**src/hw/afr_cfg.svh**
```systemverilog
// Register offsets, field positions, reset values for the AFE register bank
// Assumes an 8-bit register bus with byte offsets 0..14
`ifndef AFR_CFG_SVH
`define AFR_CFG_SVH

`define AFR_ADDR_W          4
`define AFR_OFS_SUPPLY      4'h0
`define AFR_OFS_GAIN        4'h1
`define AFR_OFS_INCONN      4'h2
`define AFR_OFS_CHSEL       4'h3
`define AFR_OFS_RES_LO      4'h4
`define AFR_OFS_RES_MID     4'h5
`define AFR_OFS_RES_HI      4'h6
`define AFR_OFS_CCTL0       4'h7
`define AFR_OFS_CCTL1       4'h8
`define AFR_OFS_CLKSEL      4'h9
`define AFR_OFS_DAC_LO      4'hA
`define AFR_OFS_DAC_HI      4'hB
`define AFR_OFS_DAC_CTL     4'hC
`define AFR_OFS_OPAMP       4'hD
`define AFR_OFS_VCMSW       4'hE

// Implemented-bit masks, everything else reads zero
`define AFR_MSK_SUPPLY      8'h87
`define AFR_MSK_GAIN        8'h7F
`define AFR_MSK_INCONN      8'h7E
`define AFR_MSK_CHSEL       8'hFF
`define AFR_MSK_CCTL0       8'hFD
`define AFR_MSK_CCTL1       8'hE6
`define AFR_MSK_CLKSEL      8'h1F
`define AFR_MSK_DAC_LO      8'h0F
`define AFR_MSK_DAC_CTL     8'hC3
`define AFR_MSK_OPAMP       8'h8F
`define AFR_MSK_VCMSW       8'h0F

// Reset values
`define AFR_RST_ZERO        8'h00
`define AFR_RST_CCTL0       8'h20
`define AFR_RST_VCMSW       8'h0A

// Field positions
`define AFR_BIT_SHORT       6
`define AFR_BIT_DAC_EN      7
`define AFR_BIT_DAC_REF     6
`define AFR_BIT_DAC_PIN     1
`define AFR_BIT_DAC_AMP     0

// Highest legal channel codes and the reserved two-bit gain code
`define AFR_NEG_MAX         4'h8
`define AFR_POS_MAX         4'h7
`define AFR_GAIN2_RSVD      2'h3

`endif

```
**src/hw/afr_pkg.sv**
```systemverilog
// Types shared by the AFE register bank
// Assumes afr_cfg.svh supplies the numeric constants
package afr_pkg;

   typedef struct packed {
      logic [3:0] addr;
      logic [7:0] wdata;
      logic       wr;
      logic       rd;
   } afr_bus_s;

   typedef struct packed {
      logic [1:0] ref_gain_sel;
      logic [1:0] conv_gain_sel;
      logic [2:0] amp_gain_sel;
      logic       input_short;
      logic [1:0] input_cross_sel;
      logic [2:0] offset_sel;
      logic [3:0] neg_input_sel;
      logic [3:0] pos_input_sel;
   } afr_front_s;

   typedef struct packed {
      logic        dac_enable;
      logic        dac_ref_sel;
      logic        dac_pin_route;
      logic        dac_amp_route;
      logic [11:0] code;
   } afr_dac_s;

   typedef enum logic [1:0] {
      AFR_OFS_ZERO = 2'b00,
      AFR_OFS_ADD  = 2'b01,
      AFR_OFS_SUB  = 2'b11
   } afr_ofs_e;

endpackage

```
**src/hw/afr_regfile.sv**
```systemverilog
// Small byte-wide register array with registered read data
// Assumes synchronous reset and one write port, one read port
`include "afr_cfg.svh"
module afr_regfile
   import afr_pkg::*;
#(
   parameter int AW = 4,
   parameter int N  = 15
) (
   // Clock and reset
   input  wire logic          clk,
   input  wire logic          srst,
   // Write port
   input  wire logic          we,
   input  wire logic [AW-1:0] waddr,
   input  wire logic [7:0]    wdata,
   input  wire logic [7:0]    wmask,
   // Read port
   input  wire logic          re,
   input  wire logic [AW-1:0] raddr,
   input  wire logic          xsel,
   input  wire logic [7:0]    xdata,
   output logic      [7:0]    rdata
);

   logic [7:0] mem_r [N];

   // Storage with per-entry reset value
   always_ff @(posedge clk) begin
      for (int i = 0; i < N; i++) begin
         if (srst) begin
            mem_r[i] <= (i == int'(`AFR_OFS_CCTL0)) ? `AFR_RST_CCTL0 :
                        (i == int'(`AFR_OFS_VCMSW)) ? `AFR_RST_VCMSW :
                        `AFR_RST_ZERO;
         end else if (we && waddr == AW'(i)) begin
            mem_r[i] <= wdata & wmask;
         end
      end
   end

   // Registered read: quiet when idle, outside byte when selected
   always_ff @(posedge clk) begin
      if (srst) begin
         rdata <= 8'h00;
      end else if (!re) begin
         rdata <= 8'h00;
      end else if (xsel) begin
         rdata <= xdata;
      end else begin
         rdata <= (int'(raddr) < N) ? mem_r[raddr] : 8'h00;
      end
   end

endmodule // afr_regfile

```
**src/hw/afr_regs.sv**
```systemverilog
// AFE register bank: gain, channel, offset and D/A configuration
// Assumes a one-cycle-read register port on clk and a sync reset
//
// Functional notes
// - Reference gain codes 00,01,10 give 1, 1/2, 1/4; 11 reserved.
// - Converter gain bits 4:3 give 1, 2, 4; code 11 reserved.
// - Amplifier gain bits 2:0 give two to the power of the code.
// - Input connection bit 6 shorts the two selected input ends.
// - Offset 000/100 zero; 001-011 add, 101-111 subtract quarters.
// - Negative select codes 0000-1000 valid; 1001-1111 reserved.
// - Positive select codes 0000-0111 valid; 1000-1111 reserved.
// - D/A code is 12 bits: high byte 11:4, low nibble 3:0.
// - Low code write goes to shadow; high write copies it active.
// - D/A control bit 7 enables the converter, resets to zero.
// - D/A control bit 6 picks regulated or input supply reference.
// - D/A control bit 1 routes D/A output to its pin.
// - Bit 0 routes D/A to amp input if pin selected and enabled.
// - Unimplemented bits read zero; control bits reset to zero. Here CCTL0 resets to 20h and VCMSW to 0Ah.
// - 24-bit result in three read-only bytes; writes ignored.
//
// The placing of the registers and the strobed register port are this design's own decisions.
`include "afr_cfg.svh"
module afr_regs
   import afr_pkg::*;
#(
   parameter int AW = `AFR_ADDR_W
) (
   // Clock and reset
   input  wire logic          clk,
   input  wire logic          srst,
   // Register port
   input  wire logic [AW-1:0] addr,
   input  wire logic [7:0]    wdata,
   input  wire logic          wr,
   input  wire logic          rd,
   output logic      [7:0]    rdata,
   // Conversion result from the converter
   input  wire logic [23:0]   conv_result,
   // Decoded analog controls
   output afr_front_s         front,
   output logic      [7:0]    ref_gain_den,
   output logic      [2:0]    conv_gain_log2,
   output logic      [7:0]    amp_gain,
   output logic      [1:0]    offset_quarters,
   output logic               offset_neg,
   output logic               gain_reserved,
   output logic               chan_reserved,
   // D/A controls
   output afr_dac_s           dac,
   output logic               dac_amp_route_eff,
   input  wire logic          amp_pin_func_sel
);

   // Bank-held copies needed by the logic itself
   logic [7:0]  gain_r;
   logic [7:0]  inconn_r;
   logic [7:0]  chsel_r;
   logic [7:0]  dacctl_r;
   logic [3:0]  dac_shadow_r;
   logic [3:0]  dac_lo_r;
   logic [7:0]  dac_hi_r;
   logic [23:0] result_r;

   // Bus decode
   wire afr_bus_s bus = '{addr: addr, wdata: wdata, wr: wr, rd: rd};
   wire wr_gain   = bus.wr && bus.addr == `AFR_OFS_GAIN;
   wire wr_inconn = bus.wr && bus.addr == `AFR_OFS_INCONN;
   wire wr_chsel  = bus.wr && bus.addr == `AFR_OFS_CHSEL;
   wire wr_daclo  = bus.wr && bus.addr == `AFR_OFS_DAC_LO;
   wire wr_dachi  = bus.wr && bus.addr == `AFR_OFS_DAC_HI;
   wire wr_dacctl = bus.wr && bus.addr == `AFR_OFS_DAC_CTL;

   // Write mask per address; result bytes and unmapped are read-only
   function automatic logic [7:0] wmask_of(input logic [AW-1:0] a);
      case (a)
         `AFR_OFS_SUPPLY:  wmask_of = `AFR_MSK_SUPPLY;
         `AFR_OFS_GAIN:    wmask_of = `AFR_MSK_GAIN;
         `AFR_OFS_INCONN:  wmask_of = `AFR_MSK_INCONN;
         `AFR_OFS_CHSEL:   wmask_of = `AFR_MSK_CHSEL;
         `AFR_OFS_CCTL0:   wmask_of = `AFR_MSK_CCTL0;
         `AFR_OFS_CCTL1:   wmask_of = `AFR_MSK_CCTL1;
         `AFR_OFS_CLKSEL:  wmask_of = `AFR_MSK_CLKSEL;
         `AFR_OFS_DAC_LO:  wmask_of = `AFR_MSK_DAC_LO;
         `AFR_OFS_DAC_HI:  wmask_of = 8'hFF;
         `AFR_OFS_DAC_CTL: wmask_of = `AFR_MSK_DAC_CTL;
         `AFR_OFS_OPAMP:   wmask_of = `AFR_MSK_OPAMP;
         `AFR_OFS_VCMSW:   wmask_of = `AFR_MSK_VCMSW;
         default:          wmask_of = 8'h00;
      endcase
   endfunction

   // Two-bit gain decode shared by reference and converter fields
   function automatic logic [2:0] g2_log2(input logic [1:0] c);
      case (c)
         2'b00:   g2_log2 = 3'd0;
         2'b01:   g2_log2 = 3'd1;
         2'b10:   g2_log2 = 3'd2;
         default: g2_log2 = 3'd0;
      endcase
   endfunction

   wire [7:0] wmask = wmask_of(bus.addr);
   wire [7:0] wd_m  = bus.wdata & wmask;
   wire       is_res = bus.addr == `AFR_OFS_RES_LO ||
                       bus.addr == `AFR_OFS_RES_MID ||
                       bus.addr == `AFR_OFS_RES_HI;
   // Result byte picked by offset for the read path
   wire [7:0] res_byte = (bus.addr == `AFR_OFS_RES_LO)  ? result_r[7:0]  :
                         (bus.addr == `AFR_OFS_RES_MID) ? result_r[15:8] :
                         result_r[23:16];

   // Storage and registered read data; result writes masked off
   // writes dropped
   afr_regfile #(
      .AW (AW),
      .N  (15)
   ) u_mem (
      .clk   (clk),
      .srst  (srst),
      .we    (bus.wr && !is_res),
      .waddr (bus.addr),
      .wdata (bus.wdata),
      .wmask (wmask),
      .re    (bus.rd),
      .raddr (bus.addr),
      .xsel  (is_res),
      .xdata (res_byte),
      .rdata (rdata)
   );

   // Live copies of steering registers
   // reset to zero
   always_ff @(posedge clk) begin
      if (srst) begin
         gain_r   <= `AFR_RST_ZERO;
         inconn_r <= `AFR_RST_ZERO;
         chsel_r  <= `AFR_RST_ZERO;
         dacctl_r <= `AFR_RST_ZERO;
      end else begin
         if (wr_gain)   gain_r   <= wd_m;
         if (wr_inconn) inconn_r <= wd_m;
         if (wr_chsel)  chsel_r  <= wd_m;
         if (wr_dacctl) dacctl_r <= wd_m;
      end
   end

   // D/A code with low-nibble shadow
   // shadow then copy
   always_ff @(posedge clk) begin
      if (srst) begin
         dac_shadow_r <= 4'h0;
         dac_lo_r     <= 4'h0;
         dac_hi_r     <= 8'h00;
      end else begin
         if (wr_daclo) dac_shadow_r <= bus.wdata[3:0];
         if (wr_dachi) begin
            dac_hi_r <= bus.wdata;
            dac_lo_r <= wr_daclo ? bus.wdata[3:0] : dac_shadow_r;
         end
      end
   end

   // Conversion result sampled each cycle, read-only to software
   always_ff @(posedge clk) begin
      if (srst) result_r <= 24'h00_0000;
      else      result_r <= conv_result;
   end

   // Outputs decoded from live registers
   always_ff @(posedge clk) begin
      if (srst) begin
         front           <= '0;
         ref_gain_den    <= 8'h01;
         conv_gain_log2  <= 3'd0;
         amp_gain        <= 8'h01;
         offset_quarters <= 2'd0;
         offset_neg      <= 1'b0;
         gain_reserved   <= 1'b0;
         chan_reserved   <= 1'b0;
         dac             <= '0;
         dac_amp_route_eff <= 1'b0;
      end else begin
         front.ref_gain_sel    <= gain_r[6:5];
         front.conv_gain_sel   <= gain_r[4:3];
         front.amp_gain_sel    <= gain_r[2:0];
         front.input_short     <= inconn_r[`AFR_BIT_SHORT];
         front.input_cross_sel <= inconn_r[5:4];
         front.offset_sel      <= inconn_r[3:1];
         front.neg_input_sel   <= chsel_r[7:4];
         front.pos_input_sel   <= chsel_r[3:0];
         ref_gain_den    <= 8'h01 << g2_log2(gain_r[6:5]);
         conv_gain_log2  <= g2_log2(gain_r[4:3]);
         amp_gain        <= 8'h01 << gain_r[2:0];
         offset_quarters <= inconn_r[2:1];
         offset_neg      <= inconn_r[3] && (inconn_r[2:1] != 2'b00);
         gain_reserved   <= gain_r[6:5] == `AFR_GAIN2_RSVD ||
                            gain_r[4:3] == `AFR_GAIN2_RSVD;
         chan_reserved   <= chsel_r[7:4] > `AFR_NEG_MAX ||
                            chsel_r[3:0] > `AFR_POS_MAX;
         dac.dac_enable    <= dacctl_r[`AFR_BIT_DAC_EN];
         dac.dac_ref_sel   <= dacctl_r[`AFR_BIT_DAC_REF];
         dac.dac_pin_route <= dacctl_r[`AFR_BIT_DAC_PIN];
         dac.dac_amp_route <= dacctl_r[`AFR_BIT_DAC_AMP];
         dac.code          <= {dac_hi_r, dac_lo_r};
         dac_amp_route_eff <= dacctl_r[`AFR_BIT_DAC_AMP] &&
                              dacctl_r[`AFR_BIT_DAC_EN] && amp_pin_func_sel;
      end
   end

endmodule // afr_regs

```
**config.mk**
```make
export PLATFORM = sky130hd
export DESIGN_NAME = afr_regs
export DESIGN_NICKNAME = d
export VERILOG_FILES = /design/src/hw/afr_pkg.sv /design/src/hw/afr_regfile.sv /design/src/hw/afr_regs.sv
export VERILOG_INCLUDE_DIRS = /design/src /design/src/hw
export SDC_FILE = /design/constraint.sdc
export NUM_CORES = 1
export LEC_CHECK = 0
export BUFFER_PORTS_ARGS = -buffer_cell sky130_fd_sc_hd__buf_2
export CORE_MARGIN = 4
export CORE_UTILIZATION = 50
export DETAILED_ROUTE_END_ITERATION = 7
export PLACE_DENSITY = 0.7
export SETUP_SLACK_MARGIN = 0.3
export SYNTH_ARGS = -nofsm -noshare
export SYNTH_HDL_FRONTEND = slang
export SYNTH_SLANG_ARGS = --single-unit
```
**constraint.sdc**
```tcl
create_clock -name clk -period 5 [get_ports clk]
set_input_delay 1 -clock clk [delete_from_list [all_inputs] [get_ports clk]]
set_output_delay 1 -clock clk [all_outputs]
set_load 0.05 [all_outputs]
```
# After elaboration in Yosys (flattened, before gate mapping)
# Memories as Yosys holds them, arrays and structs flattened.
# Index checks and enable logic that the tools add are counted.
# op_classes
n_mux	70
addsub	0
eq_ne	20
n_div	0
bitwise_logic	17
n_mul	0
shift	2
n_lt_le_gt_ge	3
reduce_logical	33
# ops
operator	n
$mux W8	19
$mux W1	47
$eq A4 B4 Y1 const B	7
$logic_and A1 B1 Y1	25
$eq A4 B3 Y1 const B	4
$shl A1 B3 Y8 const A	2
$or A1 B1 Y1	15
$and A8 B8 Y8	1
$eq A2 B2 Y1 const B	4
$eq A4 B2 Y1 const B	2
$pmux W2 S2	2
$eq A2 B1 Y1 const B	2
$eq A4 B1 Y1 const B	1
$gt A4 B3 Y1 const B	1
$gt A4 B4 Y1 const B	1
$logic_not A4 Y1	1
$logic_or A1 B1 Y1	4
$lt A4 B4 Y1 const B	1
$mux W4	1
$mux W3	1
$reduce_bool A2 Y1	1
$reduce_or A2 Y1	1
$logic_not A1 Y1	1
$not A1 Y1	1
# totals
inputBits	41
latchBits	0
output_inout_bits	70
mem_count	2
reg_bits	140
mem_bits_ro	128
elab_cells	177
mem_bits_rw	120
# mem_list
name	words	word_bits	rd	rd_ports_with_merged_regs	wr	line	rtl
(name not given)	16	8	1	0	0	afr_regs.sv:75	case (a)
u_mem.mem_r	15	8	1	0	15	afr_regfile.sv:26	logic [7:0] mem_r [N];

# Longest topological paths before layout
# depth
depth_word	10
mapped_depth	11
depth_no_buf	6

# Cells and area by module
# A second synthesis with hierarchy kept.
# hier_totals
cells_unflattened	846
area_unflattened_um2	10114.7
# modules_own_cells
mod	instances	area_per_inst_um2	seq_area_each_um2	cells_each
afr_regfile	1	5780.5	3763.6	416
afr_regs	1	4334.2	2402.3	430

# Least setup slack after synthesis
# Ideal clock, no wire load.
# synth_path
kind	input-to-reg
start	input port addr[0]
end	memory u_mem.mem_r[7][5] (data pin)
t_arrival_ps	3019
path_slack_ps	1720
n_path_buf	5
required_ps	4739
setup_time_ps	261
stages	11
path_cell_list	buf_4 > buf_6 > buf_4 > inv_1 > ha_1 > buf_2 > nor3_4 > nor2_2 > or4_1 > buf_2 > nand2b_1
# synth_lines
item	line	rtl
start: declaration	afr_regs.sv:32	input wire logic [AW-1:0] addr,
end: declaration	afr_regfile.sv:26	

==> flow_summary.ini <==
[yosys]
synthTopCellsByCount = 128 x dfxtp_1, 120 x edfxtp_1, 108 x nor2_1, 72 x nand2_1, 62 x nor2b_1
yosys.area.top_type = edfxtp_1
synth-seq-cells = 248
synthDominantCellAreaShare_pct = 36.4
yosys_warnings = 0
netlist_area_um2 = 9890
ys_seq_area_share_pct = 62.4
yosysMostFrequentCell = dfxtp_1
yosysUniqueCellTypes = 60
synthArstFlopShare_pct = 0
avgSynthCellArea_um2 = 11.5
yosys_most_used_dff = dfxtp_1
synthTopCellsByArea = edfxtp_1 36%, dfxtp_1 26%, nor2_1 4.1%
synth_edf_count = 120
postSynthCellCount = 857

[sta]
finalSetupViolCount = 0
hold_viol = 0
fin_crit_ns = 3.21
report.final.slew_viol_count = 0
skew_ns = 0.0129
setup-tns-final_ns = 0
tightest_slew_ns = 1.02
fmax_mhz = 311
slew_headroom_pct = 32.0
fin_crit_sh_pct = 64.3
grt_setup_unrepaired = no

[floorplanning]
coreArea_um2 = 19500
initial_core_util_pct = 50.8
chipWidth_um = 149
die_area_um2 = 22100
io_pins = 111
die_y_um = 149
fp-row-count = 51

[setup_path]
critical_path_arrival_ns = 3.48
end_kind = register
worstPathMaxFanout = 24
worst-setup-path-type = in2reg
startpoint_type = input port
required_ns = 5.26

[clock_network]
clkSinkCount = 248
post_cts_buffers = 0
tritoncts = done
clk_latency_ns = 0.52
clk_path_buf_depth = 3
path_clk_slew_ns = 0.06
ctsHtreeMaxLevel = 1
hold_buffers = 0
cts_root_buffer = clkbuf_16
cts_buffers = 25
cts.repair.resized = 0

[power]
p_leak_nw = 4.45
p_clk_share_pct = 41.3
swShare_pct = 22.8
ir_worst_vdd_v = 0.000306
p_int_mw = 3.36
combPwrFrac_pct = 7.3
p_sw_mw = 0.995
p_per_area_nw_per_um2 = 383
pwr-share-seq_pct = 51.4

[hold_path]
hold_class = reg2reg

[grt]
antenna_found_initial = 0
grt_pass1_wl_mm = 35.7
grt_pass1_vias = 6351
grtUsageTotal_pct = 20.8
overflow = 0
grt_max_degree = 93

[routing]
avgViaCountPerCell = 5.37
ant_nets = 0
vias = 6664
dr.pass1.iters = 4
drt_iter0_drc = 672
routed_wl_mm = 23.2
wire_per_inst_um = 18.7
drcViolationCount = 0

[layout]
nets = 1010
final_core_util_pct = 58.4
drive_gt1_share_pct = 19.2
antennaDiodeCount = 0
multiInputGateArea_um2 = 3420
fin_area_um2 = 11400
regArea_um2 = 6170
syn_to_final_growth_pct = 15.0
fillCellCount = 1604

[outcome]
status = finished clean

[place]
dpl.hpwl_mm = 15.6
placedInstanceArea_um2 = 10600
place.gp.congestion = 0.850
port_buffers = 105

[flow_run]
maxCapViolCount = 0
-- cells by family (layout without fill, tap and decap cells) --
kind of cell | count (synthesis) | in the layout | synth area share (%)
other | 1 | 36 | 0.0379
multiplexers | 52 | 52 | 6.96
adder cells (fa/ha/maj) | 11 | 11 | 1.39
AND/OR/NAND/NOR | 334 | 334 | 16.8
AO/OA/AOI/OAI | 118 | 118 | 7.95
buffers and inverters | 93 | 177 | 4.48
flip-flops | 248 | 248 | 62.4
-- worst paths after layout --
path | start | to | slack (ns) | depth (start not counted)
min | dac_hi_r[6]$_SDFFE_PP0P_ | dac_hi_r[6]$_SDFFE_PP0P_ | 0.45 | 2
min reg2reg | dac_hi_r[6]$_SDFFE_PP0P_ | dac_hi_r[6]$_SDFFE_PP0P_ | 0.45 | 2
max reg2reg | u_mem.mem_r[2][6]$_SDFFCE_PN0P_ | u_mem.rdata[6]$_SDFF_PP0_ | 3.31 | 4
max | addr[0] | u_mem.mem_r[7][5]$_SDFFCE_PN1P_ | 1.79 | 7
-- through the flow --
step	hold WS, ns	total power [mW]	cells	setup slack (ns)
2_1_floorplan	0.425	2.50	892	1.72
3_3_place_gp	0.438	2.59	1196	1.35
3_5_place_dp	0.439	2.60	1196	1.26
4_1_cts	0.450	4.38	1241	1.81
5_1_grt	0.470	4.49	1241	1.61
6_report	0.449	4.36	1241	1.79
-- cells in the final DEF, fill, tap and decap left out, drive strengths merged, types with 2 or more instances in the layout --
master	synthesis	layout
a311oi	4	4
clkinv	0	6
nand3	24	24
clkbuf	32	38
conb	1	36
a21oi	41	41
dfxtp	128	128
or4	3	3
a22oi	7	7
nand2	72	72
a211oi	13	13
nor2b	62	62
buf	40	111
a31o	4	4
nor3	5	5
mux4	13	13
o21ai	9	9
and3b	4	4
edfxtp	120	120
ha	11	11
a31oi	6	6
o22ai	7	7
nand2b	19	19
or2	13	13
nor2	109	109
o32ai	3	3
or3	3	3
nand3b	4	4
o221ai	7	7
and3	5	5
o211ai	5	5
nor3b	6	6
inv	21	22
o21bai	2	2
a21boi	2	2
mux2i	38	38
-- power by group through the flow --
stage	combinational (mW)	clock, mW	sequential [mW]
finish	0.320	1.80	2.24
CTS	0.317	1.82	2.24
detailed placement	0.316	0	2.28
floorplan	0.209	0	2.29
global route	0.346	1.90	2.25
global placement	0.314	0	2.28
-- area by class of cell --
class / instances / area share [%]
inverter: 21 / 0.693
clock inverter: 7 / 0.385
sequential: 248 / 54.2
multi-input combinational: 551 / 30.1
clock buffer: 38 / 6.68
timing repair buffer: 111 / 5.04
tap: 265 / 2.92
-- routing by layer --
layer / GRT usage [%] / routed length, um / up-vias
li1: - / - / 3155
met1: 30.6 / 10400 / 3204
met2: 32.5 / 10500 / 266
met3: 3.26 / 1740 / 39
met4: 5.27 / 515 / 0
met5: 0 / 0 / -
-- state kept, by name, indices dropped and copies added (netlist names), 2 cells and up --
name            cells
front              21
dac_shadow_r        4
dac                16
conv_gain_log2      2
result_r           24
chsel_r             8
inconn_r            6
amp_gain            8
dac_lo_r            4
u_mem.mem_r       120
gain_r              7
u_mem.rdata         8
dac_hi_r            8
dacctl_r            4
ref_gain_den        4
-- worst max-delay path: stages --
cell and delay [ns]:
buf_2 0.52, inv_1 0.24, ha_1 0.41, nor3_4 0.34
nor2_2 0.16, or4_1 0.60, nand2b_1 0.20
Note: power is estimated with default switching activity, not from simulation.
